`config.mk`:
```
export PLATFORM = sky130hd
export DESIGN_NAME = fieldbus_scan_scheduler
export DESIGN_NICKNAME = d
export VERILOG_FILES = /design/src/sched_pkg.sv /design/src/refresh_if.sv /design/src/refresh_timer.sv /design/src/pin_sync.sv /design/src/fieldbus_scan_scheduler.sv
export SDC_FILE = /design/constraint.sdc
export NUM_CORES = 1
export LEC_CHECK = 0
export BUFFER_PORTS_ARGS = -buffer_cell sky130_fd_sc_hd__buf_2
export CAP_MARGIN = 15
export CORE_AREA = 2 2 275 277
export DETAILED_ROUTE_END_ITERATION = 10
export DIE_AREA = 0 0 277 279
export SYNTH_ARGS = -nofsm -noshare
export SYNTH_HDL_FRONTEND = slang
export SYNTH_HIERARCHICAL = 1
export SYNTH_SLANG_ARGS = --single-unit
```
`constraint.sdc`:
```
create_clock -name mclk_in -period 26.8 [get_ports mclk_in]
set_clock_uncertainty 0.05 [all_clocks]
set_input_delay 4.02 -clock mclk_in [delete_from_list [all_inputs] [get_ports mclk_in]]
set_output_delay 4.02 -clock mclk_in [all_outputs]
set_load 0.02 [all_outputs]
```
`src/sched_pkg.sv`:
```
// Purpose: Shared constants and types for the fieldbus message scheduler
// Assumes: 100 MHz module clock
// Notes: Refresh periods are defaults only; the top exposes them as parameters
package sched_pkg;
	// Clock and time base
	localparam int CLK_HZ = 100_000_000;
	localparam int CYC_PER_US = CLK_HZ / 1_000_000;
	localparam int MS_REFRESH_US = 10_000;
	localparam int PEER_REFRESH_US = 20_000;
	localparam int MS_REFRESH_CYC = MS_REFRESH_US * CYC_PER_US;
	localparam int PEER_REFRESH_CYC = PEER_REFRESH_US * CYC_PER_US;
	localparam int SYNC_STAGES = 2;

	// Field widths
	localparam int NODE_W = 6;
	localparam int NODES = 64;
	localparam int MSG_W = 11;
	localparam int DATA_W = 64;
	localparam int BT_W = 10;

	// Selector decoding
	localparam logic [3:0] RATE_125K = 4'h0;
	localparam logic [3:0] RATE_250K = 4'h1;
	localparam logic [3:0] RATE_500K = 4'h2;
	localparam logic [BT_W-1:0] BT_125K = BT_W'(CLK_HZ / 125_000);
	localparam logic [BT_W-1:0] BT_250K = BT_W'(CLK_HZ / 250_000);
	localparam logic [BT_W-1:0] BT_500K = BT_W'(CLK_HZ / 500_000);
	localparam logic [BT_W-1:0] BT_NONE = 10'h000;
	localparam logic [7:0] NODE_ADDR_MAX = 8'h3f;
	localparam logic [3:0] MODNUM_CH_MAX = 4'h3;
	localparam logic [3:0] MODNUM_TM_LO = 4'h8;
	localparam logic [3:0] MODNUM_TM_HI = 4'hb;
	localparam logic [NODE_W-1:0] NODE_LAST = 6'h3f;
	localparam logic [NODE_W-1:0] DEST_ALL = 6'h00;

	// Frame kinds seen by the link controller
	typedef enum logic [2:0] {FR_POLL_REQ, FR_POLL_RSP, FR_STROBE_REQ, FR_STROBE_RSP,
		FR_PEER, FR_EXPLICIT, FR_COS, FR_CYCLIC} frame_kind_t;
endpackage

```
`src/refresh_if.sv`:
```
// Purpose: Run request and period tick between scheduler and refresh timer
// Assumes: Single clock domain
// Notes: Tick is a one-cycle pulse
`timescale 1ns/1ns
interface refresh_if;
	logic run;
	logic tick;
	modport timer(input run, output tick);
	modport user(output run, input tick);
endinterface

```
`src/refresh_timer.sv`:
```
// Purpose: Free-running refresh period counter
// Assumes: PERIOD of at least one cycle
// Notes: Restarts from zero whenever run drops
`timescale 1ns/1ns
module refresh_timer #(
	parameter int PERIOD = 1000
) (
	// Clock and reset
	input wire logic mclk_in,
	input wire logic sys_rst_in,
	// Timer side of the refresh link
	refresh_if.timer tif
);
	logic [31:0] cnt_reg;
	logic tick_reg;

	// Count periods while running, pulse at each period end
	always_ff @(posedge mclk_in or posedge sys_rst_in) begin
		if (sys_rst_in) begin
			cnt_reg <= 32'h0000_0000;
			tick_reg <= 1'b0;
		end else if (!tif.run) begin
			cnt_reg <= 32'h0000_0000;
			tick_reg <= 1'b0;
		end else if (cnt_reg == 32'(PERIOD - 1)) begin
			cnt_reg <= 32'h0000_0000;
			tick_reg <= 1'b1;
		end else begin
			cnt_reg <= cnt_reg + 32'h0000_0001;
			tick_reg <= 1'b0;
		end
	end

	assign tif.tick = tick_reg;
endmodule

```
`src/pin_sync.sv`:
```
// Purpose: Two-flop synchroniser for slow switch pins
// Assumes: Inputs change rarely (set with power off)
// Notes: First stage is read by the second stage only
`timescale 1ns/1ns
module pin_sync #(
	parameter int W = 1
) (
	// Clock and reset
	input wire logic mclk_in,
	input wire logic sys_rst_in,
	// Data
	input wire logic [W-1:0] d_in,
	output logic [W-1:0] q_out
);
	logic [W-1:0] meta_reg;
	logic [W-1:0] q_reg;

	// Two stages to settle metastability
	always_ff @(posedge mclk_in or posedge sys_rst_in) begin
		if (sys_rst_in) begin
			meta_reg <= '0;
			q_reg <= '0;
		end else begin
			meta_reg <= d_in;
			q_reg <= meta_reg;
		end
	end

	assign q_out = q_reg;
endmodule

```
`src/fieldbus_scan_scheduler.sv`:
```
// Purpose: Poll, bit-strobe, peer and explicit message scheduling for a fieldbus node
// Assumes: Same-clock link controller with valid/ready transmit and valid receive
// Notes: Switch pins are synchronised; configuration inputs are same-clock
`timescale 1ns/1ns
module fieldbus_scan_scheduler #(
	parameter int MS_PERIOD = sched_pkg::MS_REFRESH_CYC,
	parameter int PEER_PERIOD = sched_pkg::PEER_REFRESH_CYC
) (
	// Clock and reset
	input wire logic mclk_in,
	input wire logic sys_rst_in,
	// Switch pins
	input wire logic [7:0] node_address_selector_in,
	input wire logic [3:0] bit_rate_selector_in,
	input wire logic [3:0] module_number_selector_in,
	// Roles and transmission types
	input wire logic master_role_in,
	input wire logic slave_role_in,
	input wire logic peer_role_in,
	input wire logic type_poll_in,
	input wire logic type_strobe_tx_in,
	input wire logic type_strobe_rx_in,
	input wire logic type_peer_tx_in,
	input wire logic type_peer_rx_in,
	input wire logic fw_v2_in,
	// Exchange data
	input wire logic [sched_pkg::NODES-1:0] slave_mask_in,
	input wire logic [sched_pkg::DATA_W-1:0] poll_data_in,
	input wire logic [sched_pkg::DATA_W-1:0] strobe_data_in,
	input wire logic [sched_pkg::DATA_W-1:0] slave_data_in,
	input wire logic [sched_pkg::MSG_W-1:0] peer_tx_msg_id_in,
	input wire logic [sched_pkg::DATA_W-1:0] peer_tx_data_in,
	input wire logic [sched_pkg::MSG_W-1:0] peer_rx_msg_id_in,
	input wire logic [sched_pkg::NODE_W-1:0] peer_rx_node_in,
	// Explicit message request
	input wire logic expl_req_in,
	input wire logic [sched_pkg::NODE_W-1:0] expl_dest_in,
	input wire logic [sched_pkg::DATA_W-1:0] expl_data_in,
	output logic expl_busy_out,
	// Transmit to link controller
	output logic tx_valid_out,
	input wire logic tx_ready_in,
	output sched_pkg::frame_kind_t tx_kind_out,
	output logic [sched_pkg::NODE_W-1:0] tx_dest_out,
	output logic [sched_pkg::MSG_W-1:0] tx_msg_id_out,
	output logic [sched_pkg::DATA_W-1:0] tx_data_out,
	// Receive from link controller
	input wire logic rx_valid_in,
	input sched_pkg::frame_kind_t rx_kind_in,
	input wire logic [sched_pkg::NODE_W-1:0] rx_src_in,
	input wire logic [sched_pkg::NODE_W-1:0] rx_dest_in,
	input wire logic [sched_pkg::MSG_W-1:0] rx_msg_id_in,
	input wire logic [sched_pkg::DATA_W-1:0] rx_data_in,
	// Delivered frames
	output logic rcv_valid_out,
	output sched_pkg::frame_kind_t rcv_kind_out,
	output logic [sched_pkg::NODE_W-1:0] rcv_src_out,
	output logic [sched_pkg::DATA_W-1:0] rcv_data_out,
	// Status
	output logic param_error_out,
	output logic [sched_pkg::BT_W-1:0] bit_time_cycles_out,
	output logic [sched_pkg::NODE_W-1:0] node_id_out,
	output logic module_network_status_indicator_green_out,
	output logic module_network_status_indicator_red_out
);
	import sched_pkg::*;

	typedef enum logic [1:0] {ST_IDLE, ST_SCAN, ST_WAIT} tx_state_t;

	logic [7:0] addr_s;
	logic [3:0] br_s, mn_s;
	logic rate_bad, addr_bad, mod_bad, mode_bad, type_bad, fw_bad, cfg_err;
	logic slave_mode, run_w;
	logic param_err_reg, stop_reg, slave_mode_reg;
	logic scan_pend_reg, strobe_pend_reg, peer_pend_reg, rsp_pend_reg, expl_pend_reg;
	logic take_rsp, take_scan, take_strobe, take_peer, take_expl;
	logic [NODE_W-1:0] rsp_dest_reg, scan_idx_reg, expl_dest_reg;
	logic [DATA_W-1:0] expl_data_reg;
	logic scan_on_reg;
	logic poll_for_me;
	tx_state_t st_reg;

	refresh_if ms_if();
	refresh_if peer_if();

	// Switch pins come from outside the clock domain
	pin_sync #(.W(16)) u_sw_sync (
		.mclk_in(mclk_in),
		.sys_rst_in(sys_rst_in),
		.d_in({node_address_selector_in, bit_rate_selector_in, module_number_selector_in}),
		.q_out({addr_s, br_s, mn_s})
	);

	// Selector and configuration checks
	always_comb begin
		rate_bad = br_s > RATE_500K;
		addr_bad = addr_s > NODE_ADDR_MAX;
		mod_bad = (mn_s > MODNUM_CH_MAX && mn_s < MODNUM_TM_LO) || mn_s > MODNUM_TM_HI;
		mode_bad = (slave_role_in && (master_role_in || peer_role_in)) ||
			!(slave_role_in || master_role_in || peer_role_in);
		slave_mode = slave_role_in && !master_role_in && !peer_role_in;
		type_bad = slave_mode && (type_strobe_tx_in || type_strobe_rx_in ||
			type_peer_tx_in || type_peer_rx_in);
		fw_bad = !fw_v2_in && (slave_role_in || type_strobe_tx_in || type_strobe_rx_in);
		cfg_err = rate_bad || addr_bad || mode_bad || type_bad || fw_bad;
	end

	// Registered status; a bad setting holds off all exchanges
	always_ff @(posedge mclk_in or posedge sys_rst_in) begin
		if (sys_rst_in) begin
			param_err_reg <= 1'b0;
			stop_reg <= 1'b0;
			slave_mode_reg <= 1'b0;
			node_id_out <= 6'h00;
			bit_time_cycles_out <= BT_NONE;
			module_network_status_indicator_green_out <= 1'b0;
			module_network_status_indicator_red_out <= 1'b0;
		end else begin
			param_err_reg <= cfg_err;
			stop_reg <= mod_bad;
			slave_mode_reg <= slave_mode;
			node_id_out <= addr_s[NODE_W-1:0];
			case (br_s)
				RATE_125K: bit_time_cycles_out <= BT_125K;
				RATE_250K: bit_time_cycles_out <= BT_250K;
				RATE_500K: bit_time_cycles_out <= BT_500K;
				default: bit_time_cycles_out <= BT_NONE;
			endcase
			module_network_status_indicator_green_out <= !cfg_err && !mod_bad;
			module_network_status_indicator_red_out <= mod_bad;
		end
	end

	assign param_error_out = param_err_reg;
	assign run_w = !param_err_reg && !stop_reg;

	// Refresh timers need no software start
	assign ms_if.run = run_w && master_role_in && (type_poll_in || type_strobe_tx_in);
	assign peer_if.run = run_w && peer_role_in && type_peer_tx_in;
	refresh_timer #(.PERIOD(MS_PERIOD)) u_ms_timer (
		.mclk_in(mclk_in),
		.sys_rst_in(sys_rst_in),
		.tif(ms_if)
	);
	refresh_timer #(.PERIOD(PEER_PERIOD)) u_peer_timer (
		.mclk_in(mclk_in),
		.sys_rst_in(sys_rst_in),
		.tif(peer_if)
	);

	// Poll aimed at this node while acting as slave
	assign poll_for_me = rx_valid_in && rx_kind_in == FR_POLL_REQ && rx_dest_in == node_id_out &&
		slave_mode_reg && run_w;

	// Pending work; a new event wins over the clear in the same cycle
	always_ff @(posedge mclk_in or posedge sys_rst_in) begin
		if (sys_rst_in) begin
			scan_pend_reg <= 1'b0;
			strobe_pend_reg <= 1'b0;
			peer_pend_reg <= 1'b0;
			rsp_pend_reg <= 1'b0;
			expl_pend_reg <= 1'b0;
			rsp_dest_reg <= 6'h00;
			expl_dest_reg <= 6'h00;
			expl_data_reg <= '0;
		end else if (!run_w) begin
			scan_pend_reg <= 1'b0;
			strobe_pend_reg <= 1'b0;
			peer_pend_reg <= 1'b0;
			rsp_pend_reg <= 1'b0;
			expl_pend_reg <= 1'b0;
		end else begin
			scan_pend_reg <= (scan_pend_reg && !take_scan) || (ms_if.tick && type_poll_in);
			strobe_pend_reg <= (strobe_pend_reg && !take_strobe) || (ms_if.tick && type_strobe_tx_in);
			peer_pend_reg <= (peer_pend_reg && !take_peer) || peer_if.tick;
			rsp_pend_reg <= (rsp_pend_reg && !take_rsp) || poll_for_me;
			// Slave mode keeps to polled exchange, so explicit requests are ignored there
			expl_pend_reg <= (expl_pend_reg && !take_expl) || (expl_req_in && !slave_mode_reg);
			if (poll_for_me) begin
				rsp_dest_reg <= rx_src_in;
			end
			if (expl_req_in && !expl_pend_reg) begin
				expl_dest_reg <= expl_dest_in;
				expl_data_reg <= expl_data_in;
			end
		end
	end

	assign expl_busy_out = expl_pend_reg;

	// Idle arbitration: slave answer first, then scan, strobe, peer, explicit
	always_comb begin
		take_rsp = 1'b0;
		take_scan = 1'b0;
		take_strobe = 1'b0;
		take_peer = 1'b0;
		take_expl = 1'b0;
		if (st_reg == ST_IDLE && run_w) begin
			if (rsp_pend_reg) begin
				take_rsp = 1'b1;
			end else if (scan_pend_reg) begin
				take_scan = 1'b1;
			end else if (strobe_pend_reg) begin
				take_strobe = 1'b1;
			end else if (peer_pend_reg) begin
				take_peer = 1'b1;
			end else if (expl_pend_reg) begin
				take_expl = 1'b1;
			end
		end
	end

	// Transmit sequencer; a stop aborts an unaccepted frame at once
	always_ff @(posedge mclk_in or posedge sys_rst_in) begin
		if (sys_rst_in) begin
			st_reg <= ST_IDLE;
			scan_idx_reg <= 6'h00;
			scan_on_reg <= 1'b0;
			tx_valid_out <= 1'b0;
			tx_kind_out <= FR_POLL_REQ;
			tx_dest_out <= 6'h00;
			tx_msg_id_out <= '0;
			tx_data_out <= '0;
		end else if (!run_w) begin
			st_reg <= ST_IDLE;
			scan_on_reg <= 1'b0;
			tx_valid_out <= 1'b0;
		end else begin
			case (st_reg)
				ST_IDLE: begin
					if (take_rsp) begin
						tx_valid_out <= 1'b1;
						tx_kind_out <= FR_POLL_RSP;
						tx_dest_out <= rsp_dest_reg;
						tx_data_out <= slave_data_in;
						st_reg <= ST_WAIT;
					end else if (take_scan) begin
						scan_idx_reg <= 6'h00;
						scan_on_reg <= 1'b1;
						st_reg <= ST_SCAN;
					end else if (take_strobe) begin
						tx_valid_out <= 1'b1;
						tx_kind_out <= FR_STROBE_REQ;
						tx_dest_out <= DEST_ALL;
						tx_data_out <= strobe_data_in;
						st_reg <= ST_WAIT;
					end else if (take_peer) begin
						tx_valid_out <= 1'b1;
						tx_kind_out <= FR_PEER;
						tx_dest_out <= DEST_ALL;
						tx_msg_id_out <= peer_tx_msg_id_in;
						tx_data_out <= peer_tx_data_in;
						st_reg <= ST_WAIT;
					end else if (take_expl) begin
						tx_valid_out <= 1'b1;
						tx_kind_out <= FR_EXPLICIT;
						tx_dest_out <= expl_dest_reg;
						tx_data_out <= expl_data_reg;
						st_reg <= ST_WAIT;
					end
				end
				ST_SCAN: begin
					if (slave_mask_in[scan_idx_reg]) begin
						tx_valid_out <= 1'b1;
						tx_kind_out <= FR_POLL_REQ;
						tx_dest_out <= scan_idx_reg;
						tx_data_out <= poll_data_in;
						st_reg <= ST_WAIT;
					end else if (scan_idx_reg == NODE_LAST) begin
						scan_on_reg <= 1'b0;
						st_reg <= ST_IDLE;
					end else begin
						scan_idx_reg <= scan_idx_reg + 6'h01;
					end
				end
				ST_WAIT: begin
					if (tx_ready_in) begin
						tx_valid_out <= 1'b0;
						if (scan_on_reg && scan_idx_reg != NODE_LAST) begin
							scan_idx_reg <= scan_idx_reg + 6'h01;
							st_reg <= ST_SCAN;
						end else begin
							scan_on_reg <= 1'b0;
							st_reg <= ST_IDLE;
						end
					end
				end
				default: st_reg <= ST_IDLE;
			endcase
		end
	end

	// Receive filter; unexpected kinds are dropped silently
	always_ff @(posedge mclk_in or posedge sys_rst_in) begin
		if (sys_rst_in) begin
			rcv_valid_out <= 1'b0;
			rcv_kind_out <= FR_POLL_REQ;
			rcv_src_out <= 6'h00;
			rcv_data_out <= '0;
		end else begin
			rcv_valid_out <= 1'b0;
			if (rx_valid_in && run_w) begin
				rcv_kind_out <= rx_kind_in;
				rcv_src_out <= rx_src_in;
				rcv_data_out <= rx_data_in;
				case (rx_kind_in)
					FR_POLL_REQ: rcv_valid_out <= poll_for_me;
					FR_POLL_RSP: rcv_valid_out <= !slave_mode_reg && type_poll_in &&
						rx_dest_in == node_id_out;
					FR_STROBE_RSP: rcv_valid_out <= !slave_mode_reg && type_strobe_rx_in;
					FR_PEER: rcv_valid_out <= !slave_mode_reg && type_peer_rx_in &&
						rx_msg_id_in == peer_rx_msg_id_in && rx_src_in == peer_rx_node_in;
					FR_EXPLICIT: rcv_valid_out <= !slave_mode_reg && rx_dest_in == node_id_out;
					default: rcv_valid_out <= 1'b0;
				endcase
			end
		end
	end
endmodule

```
==> impl_metrics.yaml, run 1 <==
outcome:
  status: "complete, no violations"
final_layout:
  fill_cells: 7623
  syn_to_final_growth_pct: 33.8
  multiInputGateArea_um2: 8250
  regArea_um2: 8910
  drive_above_1_share_pct: 51.4
  finalNetCount: 2688
  final_design_area_no_fill_um2: 23600
  final_cells: 3158
clocking:
  clkLatencyLatePin_ns: 0.59
  h-tree-depth: 2
  cts_setup_buffers: 0
  path_clk_slew_ns: 0.06
  clockBufferDepth: 3
  cts.sinks: 356
  cts_buffers: 43
  hold_buffers: 0
  cts_root_buf: "clkbuf_16"
  cts_tree: "built"
  cts-resized-gates: 0
global_route:
  grt_start_max_net_pins: 85
  grt_util_all_layers_pct: 15.1
  grt_pass1_wl_um: 90000
  grt_pass1_vias: 14511
  grt_overflow: 0
  antenna_found_initial: 10
placement:
  placed_area_um2: 22100
  dp_hpwl_um: 46400
  gp_congestion: 0.806
  io_buffers: 710
  dp_cells: 3067
pwr:
  p_int_mw: 0.994
  power.density_nw_per_um2: 56.0
  seqPwrFrac_pct: 43.6
  switching_share_pct: 25.0
  comb_power_share_pct: 10.6
  ir_drop_uv: 40.8
  p_leak_nw: 11.3
  pwr-share-clk_pct: 45.8
  switchingPower_mw: 0.331
synth:
  ys_warn_count: 6
  postSynthAreaPerCell_um2: 12.1
  netlist_area_um2: 17700
  synthCells: 1465
hold_path:
  hold_path.class: "reg -> reg"
  holdCritStartpoint: "u_sw_sync/meta_reg[8]"
route:
  drt_iter0_markers: 785
  routed_wl_um: 61100
  wl_per_cell_um: 19.4
  drc: 0
  dr.pass1.iters: 6
  ant_nets: 0
  via_per_inst: 4.59
  vias: 14499
sta:
  fin_crit_sh_pct: 24.9
  finalSetupViolCount: 0
  max_slew_margin_pct: 28.0
  fin_setup_tns_ns: 0
  rsz0062_at_grt: "no"
  timing.final.hold_violations: 0
  maxSlewViolCount: 0
  period_needed_ns: 6.67
  timing.fmax_mhz: 150
  worstMarginPinSlew_ns: 1.08
setup_path:
  path_depth: 8
  startpoint: "slave_mask_in[27]"
  rrSetupSlack_ns: 22.52
  worstPathCellList: "buf_2 > mux4_2 > mux2i_1 > a311o_1 > o32a_1 > a21oi_4 > buf_4 > mux2_2"
  worstSetupStartpointType: "input pin"
  timing.rr.end: "tx_data_out[15]"
  cp-end-kind: "flip-flop"
  crit_path_top_delay_cell: "buf_4"
  critical_path_arrival_ns: 7.08
  critPathTopFamily: "compound AO/OA/AOI/OAI gates"
  critical_path_class: "in -> reg"
  cp_slowest_stage_delay_ns: 0.73
  worst-r2r-cell-count: 7
  r2r-start: "scan_idx_reg[1]"
  cp-endpoint: "tx_data_out[15]"
  cp_num_buf_inv: 2
  crit_path_max_fanout: 54
  required_ns: 27.21
die:
  top_level_ports: 717
  die-area_um2: 77300
  die_w_um: 277
  initial_core_util_pct: 23.9
  core_um2: 74100
  die_h_um: 279
  fp-row-count: 100
flow_run:
  max-cap-violations: 0
-- metal layers --
| layer | up-vias | track usage [%] | routed length (um) |
|---|---|---|---|
| li1 | 6775 | - | - |
| met1 | 7083 | 19.6 | 26600 |
| met2 | 542 | 24.2 | 28300 |
| met3 | 99 | 4.02 | 4200 |
| met4 | 0 | 5.60 | 2040 |
| met5 | - | 0 | 0 |
-- how the worst min path moves through the flow --
stage,end,slack [ns],cells after the start
after floorplan,node_id_out[0],0.28,0
final,u_sw_sync/q_out[8],0.30,0
after global placement,node_id_out[4],0.28,0
after detailed placement,u_sw_sync/q_out[13],0.28,0
after CTS,u_sw_sync/q_out[13],0.30,0
after global routing,u_sw_sync/q_out[11],0.31,0
-- placed cells by master, fill, tap and decap left out, types with 11 or more instances in the layout --
cell and count:
xnor2_1 15, o31ai_1 14, a22oi_1 70, clkbuf_16 43, diode_2 13, mux2_2 274, mux4_2 16, clkbuf_8 11
o21ai_0 82, nand3_1 26, dfrtp_1 356, a21oi_1 28, inv_1 19, nand2_1 71, and2_1 16, buf_4 16
or4_1 16, nand4_1 22, xor2_1 47, nor2_1 58, buf_2 710, mux2i_1 69, and3_1 20, nor4_1 18
-- stage by stage --
step	setup slack, ns	utilization (%)	power (mW)	hold slack [ns]
finish	20.13	31.9	1.32	0.295
global route	20.01	31.9	1.39	0.305
CTS	20.05	31.9	1.35	0.299
detailed placement	19.43	29.9	0.729	0.285
global placement	19.44	29.9	0.726	0.281
floorplan	15.46	-	0.654	0.281
-- worst register-to-register path, cell delays in order (launching register included) --
cell	delay, ns
dfrtp_1	0.96
mux4_2	0.41
mux2i_1	0.10
a311o_1	0.41
o32a_1	0.27
a21oi_4	0.67
buf_4	0.74
mux2_2	0.54
-- final cells by class --
cell class | instances | share of cell area (%)
clock buffers | 60 | 5.29
repair buffers | 726 | 15.5
well taps | 969 | 5.13
flip-flops and latches | 356 | 37.7
inverters | 20 | 0.349
diodes | 13 | 0.138
multi-input cells | 996 | 34.9
clock inverters | 18 | 1.03
-- power groups by stage --
stage          Clock, mW  Sequential (mW)  Combinational, mW
2_1_floorplan          0            0.599             0.0546
3_3_place_gp           0            0.586              0.141
3_5_place_dp           0            0.587              0.142
4_1_cts            0.630            0.577              0.143
5_1_grt            0.653            0.580              0.154
6_report           0.607            0.577              0.140
No activity file was read; power rests on OpenSTA's default activity.
==> run 2: changes to the inputs <==
Clock period 26.8 ns to 6.7 ns, I/O delays scaled along.
==> run 2 against run 1 <==
Compared with the run above: via count is 0.36% lower; critical path type is now reg -> reg; clock-buffer cell count decreased by 3; critical endpoint is now tx_data_out[18]; highest routed layer is now met5; setup slack got worse by 17 ns; final area shrank 0.32%.
==> impl_metrics.yaml, run 2 (synthesized netlist as in run 1, its figures left out) <==
outcome:
  status: "complete, no violations"
die:
  die_h_um: 279
  die_w_um: 277
  die-area_um2: 77300
  core_um2: 74100
  initial_core_util_pct: 23.9
  top_level_ports: 717
  fp-row-count: 100
setup_path:
  required_ns: 7.10
  cp-end-kind: "flip-flop"
  rrSetupSlack_ns: 2.69
  critical_path_arrival_ns: 4.40
  crit_path_max_fanout: 49
  critical_path_class: "reg -> reg"
  worstSetupStartpointType: "flip-flop"
  worst-r2r-cell-count: 8
sta:
  timing.fmax_mhz: 250
  finalSetupViolCount: 0
  worstMarginPinSlew_ns: 1.04
  fin_crit_sh_pct: 59.8
  fin_setup_tns_ns: 0
  maxSlewViolCount: 0
  timing.final.hold_violations: 0
  rsz0062_at_grt: "no"
  period_needed_ns: 4.01
  max_slew_margin_pct: 31.0
clocking:
  cts_buffers: 42
  cts_setup_buffers: 0
  path_clk_slew_ns: 0.06
  cts_tree: "built"
  cts_root_buf: "clkbuf_16"
  cts-resized-gates: 0
  clkLatencyLatePin_ns: 0.57
  clockBufferDepth: 3
  h-tree-depth: 2
  hold_buffers: 0
  cts.sinks: 356
final_layout:
  layout_common_cells: "710 x buf_2, 356 x dfrtp_1, 274 x mux2_2, 82 x o21ai_0, 71 x nand2_1"
  layout_commonest_cell: "buf_2"
  finalNetCount: 2689
  syn_to_final_growth_pct: 33.4
  fill_cells: 7596
  drive_above_1_share_pct: 51.3
  final_cells: 3153
route:
  drt_iter0_markers: 833
  vias: 14447
  ant_nets: 0
  drc: 0
  via_per_inst: 4.58
  wl_per_cell_um: 19.3
  dr.pass1.iters: 5
  routed_wl_um: 60900
global_route:
  grt_start_max_net_pins: 122
  grt_util_all_layers_pct: 15.1
  grt_pass1_wl_um: 90300
  grt_pass1_vias: 14553
  grt_overflow: 0
  antenna_found_initial: 15
pwr:
  p_leak_nw: 11.3
  comb_power_share_pct: 10.8
  switchingPower_mw: 1.31
  ir_drop_uv: 149
  switching_share_pct: 25.2
  p_int_mw: 3.88
  pwr-share-clk_pct: 44.6
  power.density_nw_per_um2: 220
  seqPwrFrac_pct: 44.6
placement:
  gp_congestion: 0.815
  dp_hpwl_um: 45800
  dp_cells: 3069
  io_buffers: 710
hold_path:
  worstHoldPathCells: 0
  hold_path.class: "reg -> reg"
flow_run:
  max-cap-violations: 0
## run 2: cell type report
class / instances / area (um2) / area share, %
well taps: 969 / 1210 / 5.14
flip-flops and latches: 356 / 8910 / 37.8
diodes: 8 / 20.0 / 0.0849
inverters: 20 / 78.8 / 0.334
clock inverters: 19 / 213 / 0.902
clock buffers: 57 / 1190 / 5.04
repair buffers: 728 / 3700 / 15.7
multi-input cells: 996 / 8250 / 35.0
## run 2: worst paths after layout
path                                        from                      end
min in group asynchronous             sys_rst_in  u_peer_timer/cnt_reg[7]
hold reg to reg            u_sw_sync/meta_reg[8]       u_sw_sync/q_out[8]
hold / removal             u_sw_sync/meta_reg[8]       u_sw_sync/q_out[8]
max in group asynchronous             sys_rst_in        expl_data_reg[19]
setup reg to reg                 scan_idx_reg[1]          tx_data_out[18]
setup / recovery                 scan_idx_reg[1]          tx_data_out[18]
## run 2: per-layer routing
layer | share of wire [%] | vias up | track usage [%]
met5 | 0.018 | - | 0
met4 | 2.7 | 2 | 4.77
met3 | 6.8 | 88 | 4.01
met2 | 48 | 510 | 24.9
met1 | 43 | 7059 | 19.3
li1 | - | 6788 | -
## run 2: critical path: stages (launching register included)
cell and delay (ns):
dfrtp_1 0.95, mux4_2 0.38, mux2i_1 0.10, a311o_1 0.41, o32a_1 0.27, a21oi_4 0.16
buf_4 0.36, buf_4 0.65, mux2_2 0.41
## run 2: through the flow
step | power, mW | utilization (%) | hold slack, ns | cell area, um2 | setup WS (ns)
floorplan | 2.62 | - | 0.281 | 17700 | 2.16
global placement | 2.91 | 29.9 | 0.282 | 22200 | 2.65
detailed placement | 2.92 | 29.9 | 0.285 | 22200 | 2.57
CTS | 5.29 | 31.8 | 0.299 | 23600 | 2.55
global route | 5.43 | 31.8 | 0.303 | 23600 | 2.39
finish | 5.19 | 31.8 | 0.297 | 23600 | 2.69
## run 2: power groups by stage
stage / registers [mW] / logic (mW) / clock network [mW]
4_1_cts: 2.31 / 0.568 / 2.41
2_1_floorplan: 2.40 / 0.219 / 0
3_3_place_gp: 2.35 / 0.559 / 0
3_5_place_dp: 2.35 / 0.566 / 0
6_report: 2.31 / 0.558 / 2.31
5_1_grt: 2.33 / 0.612 / 2.50
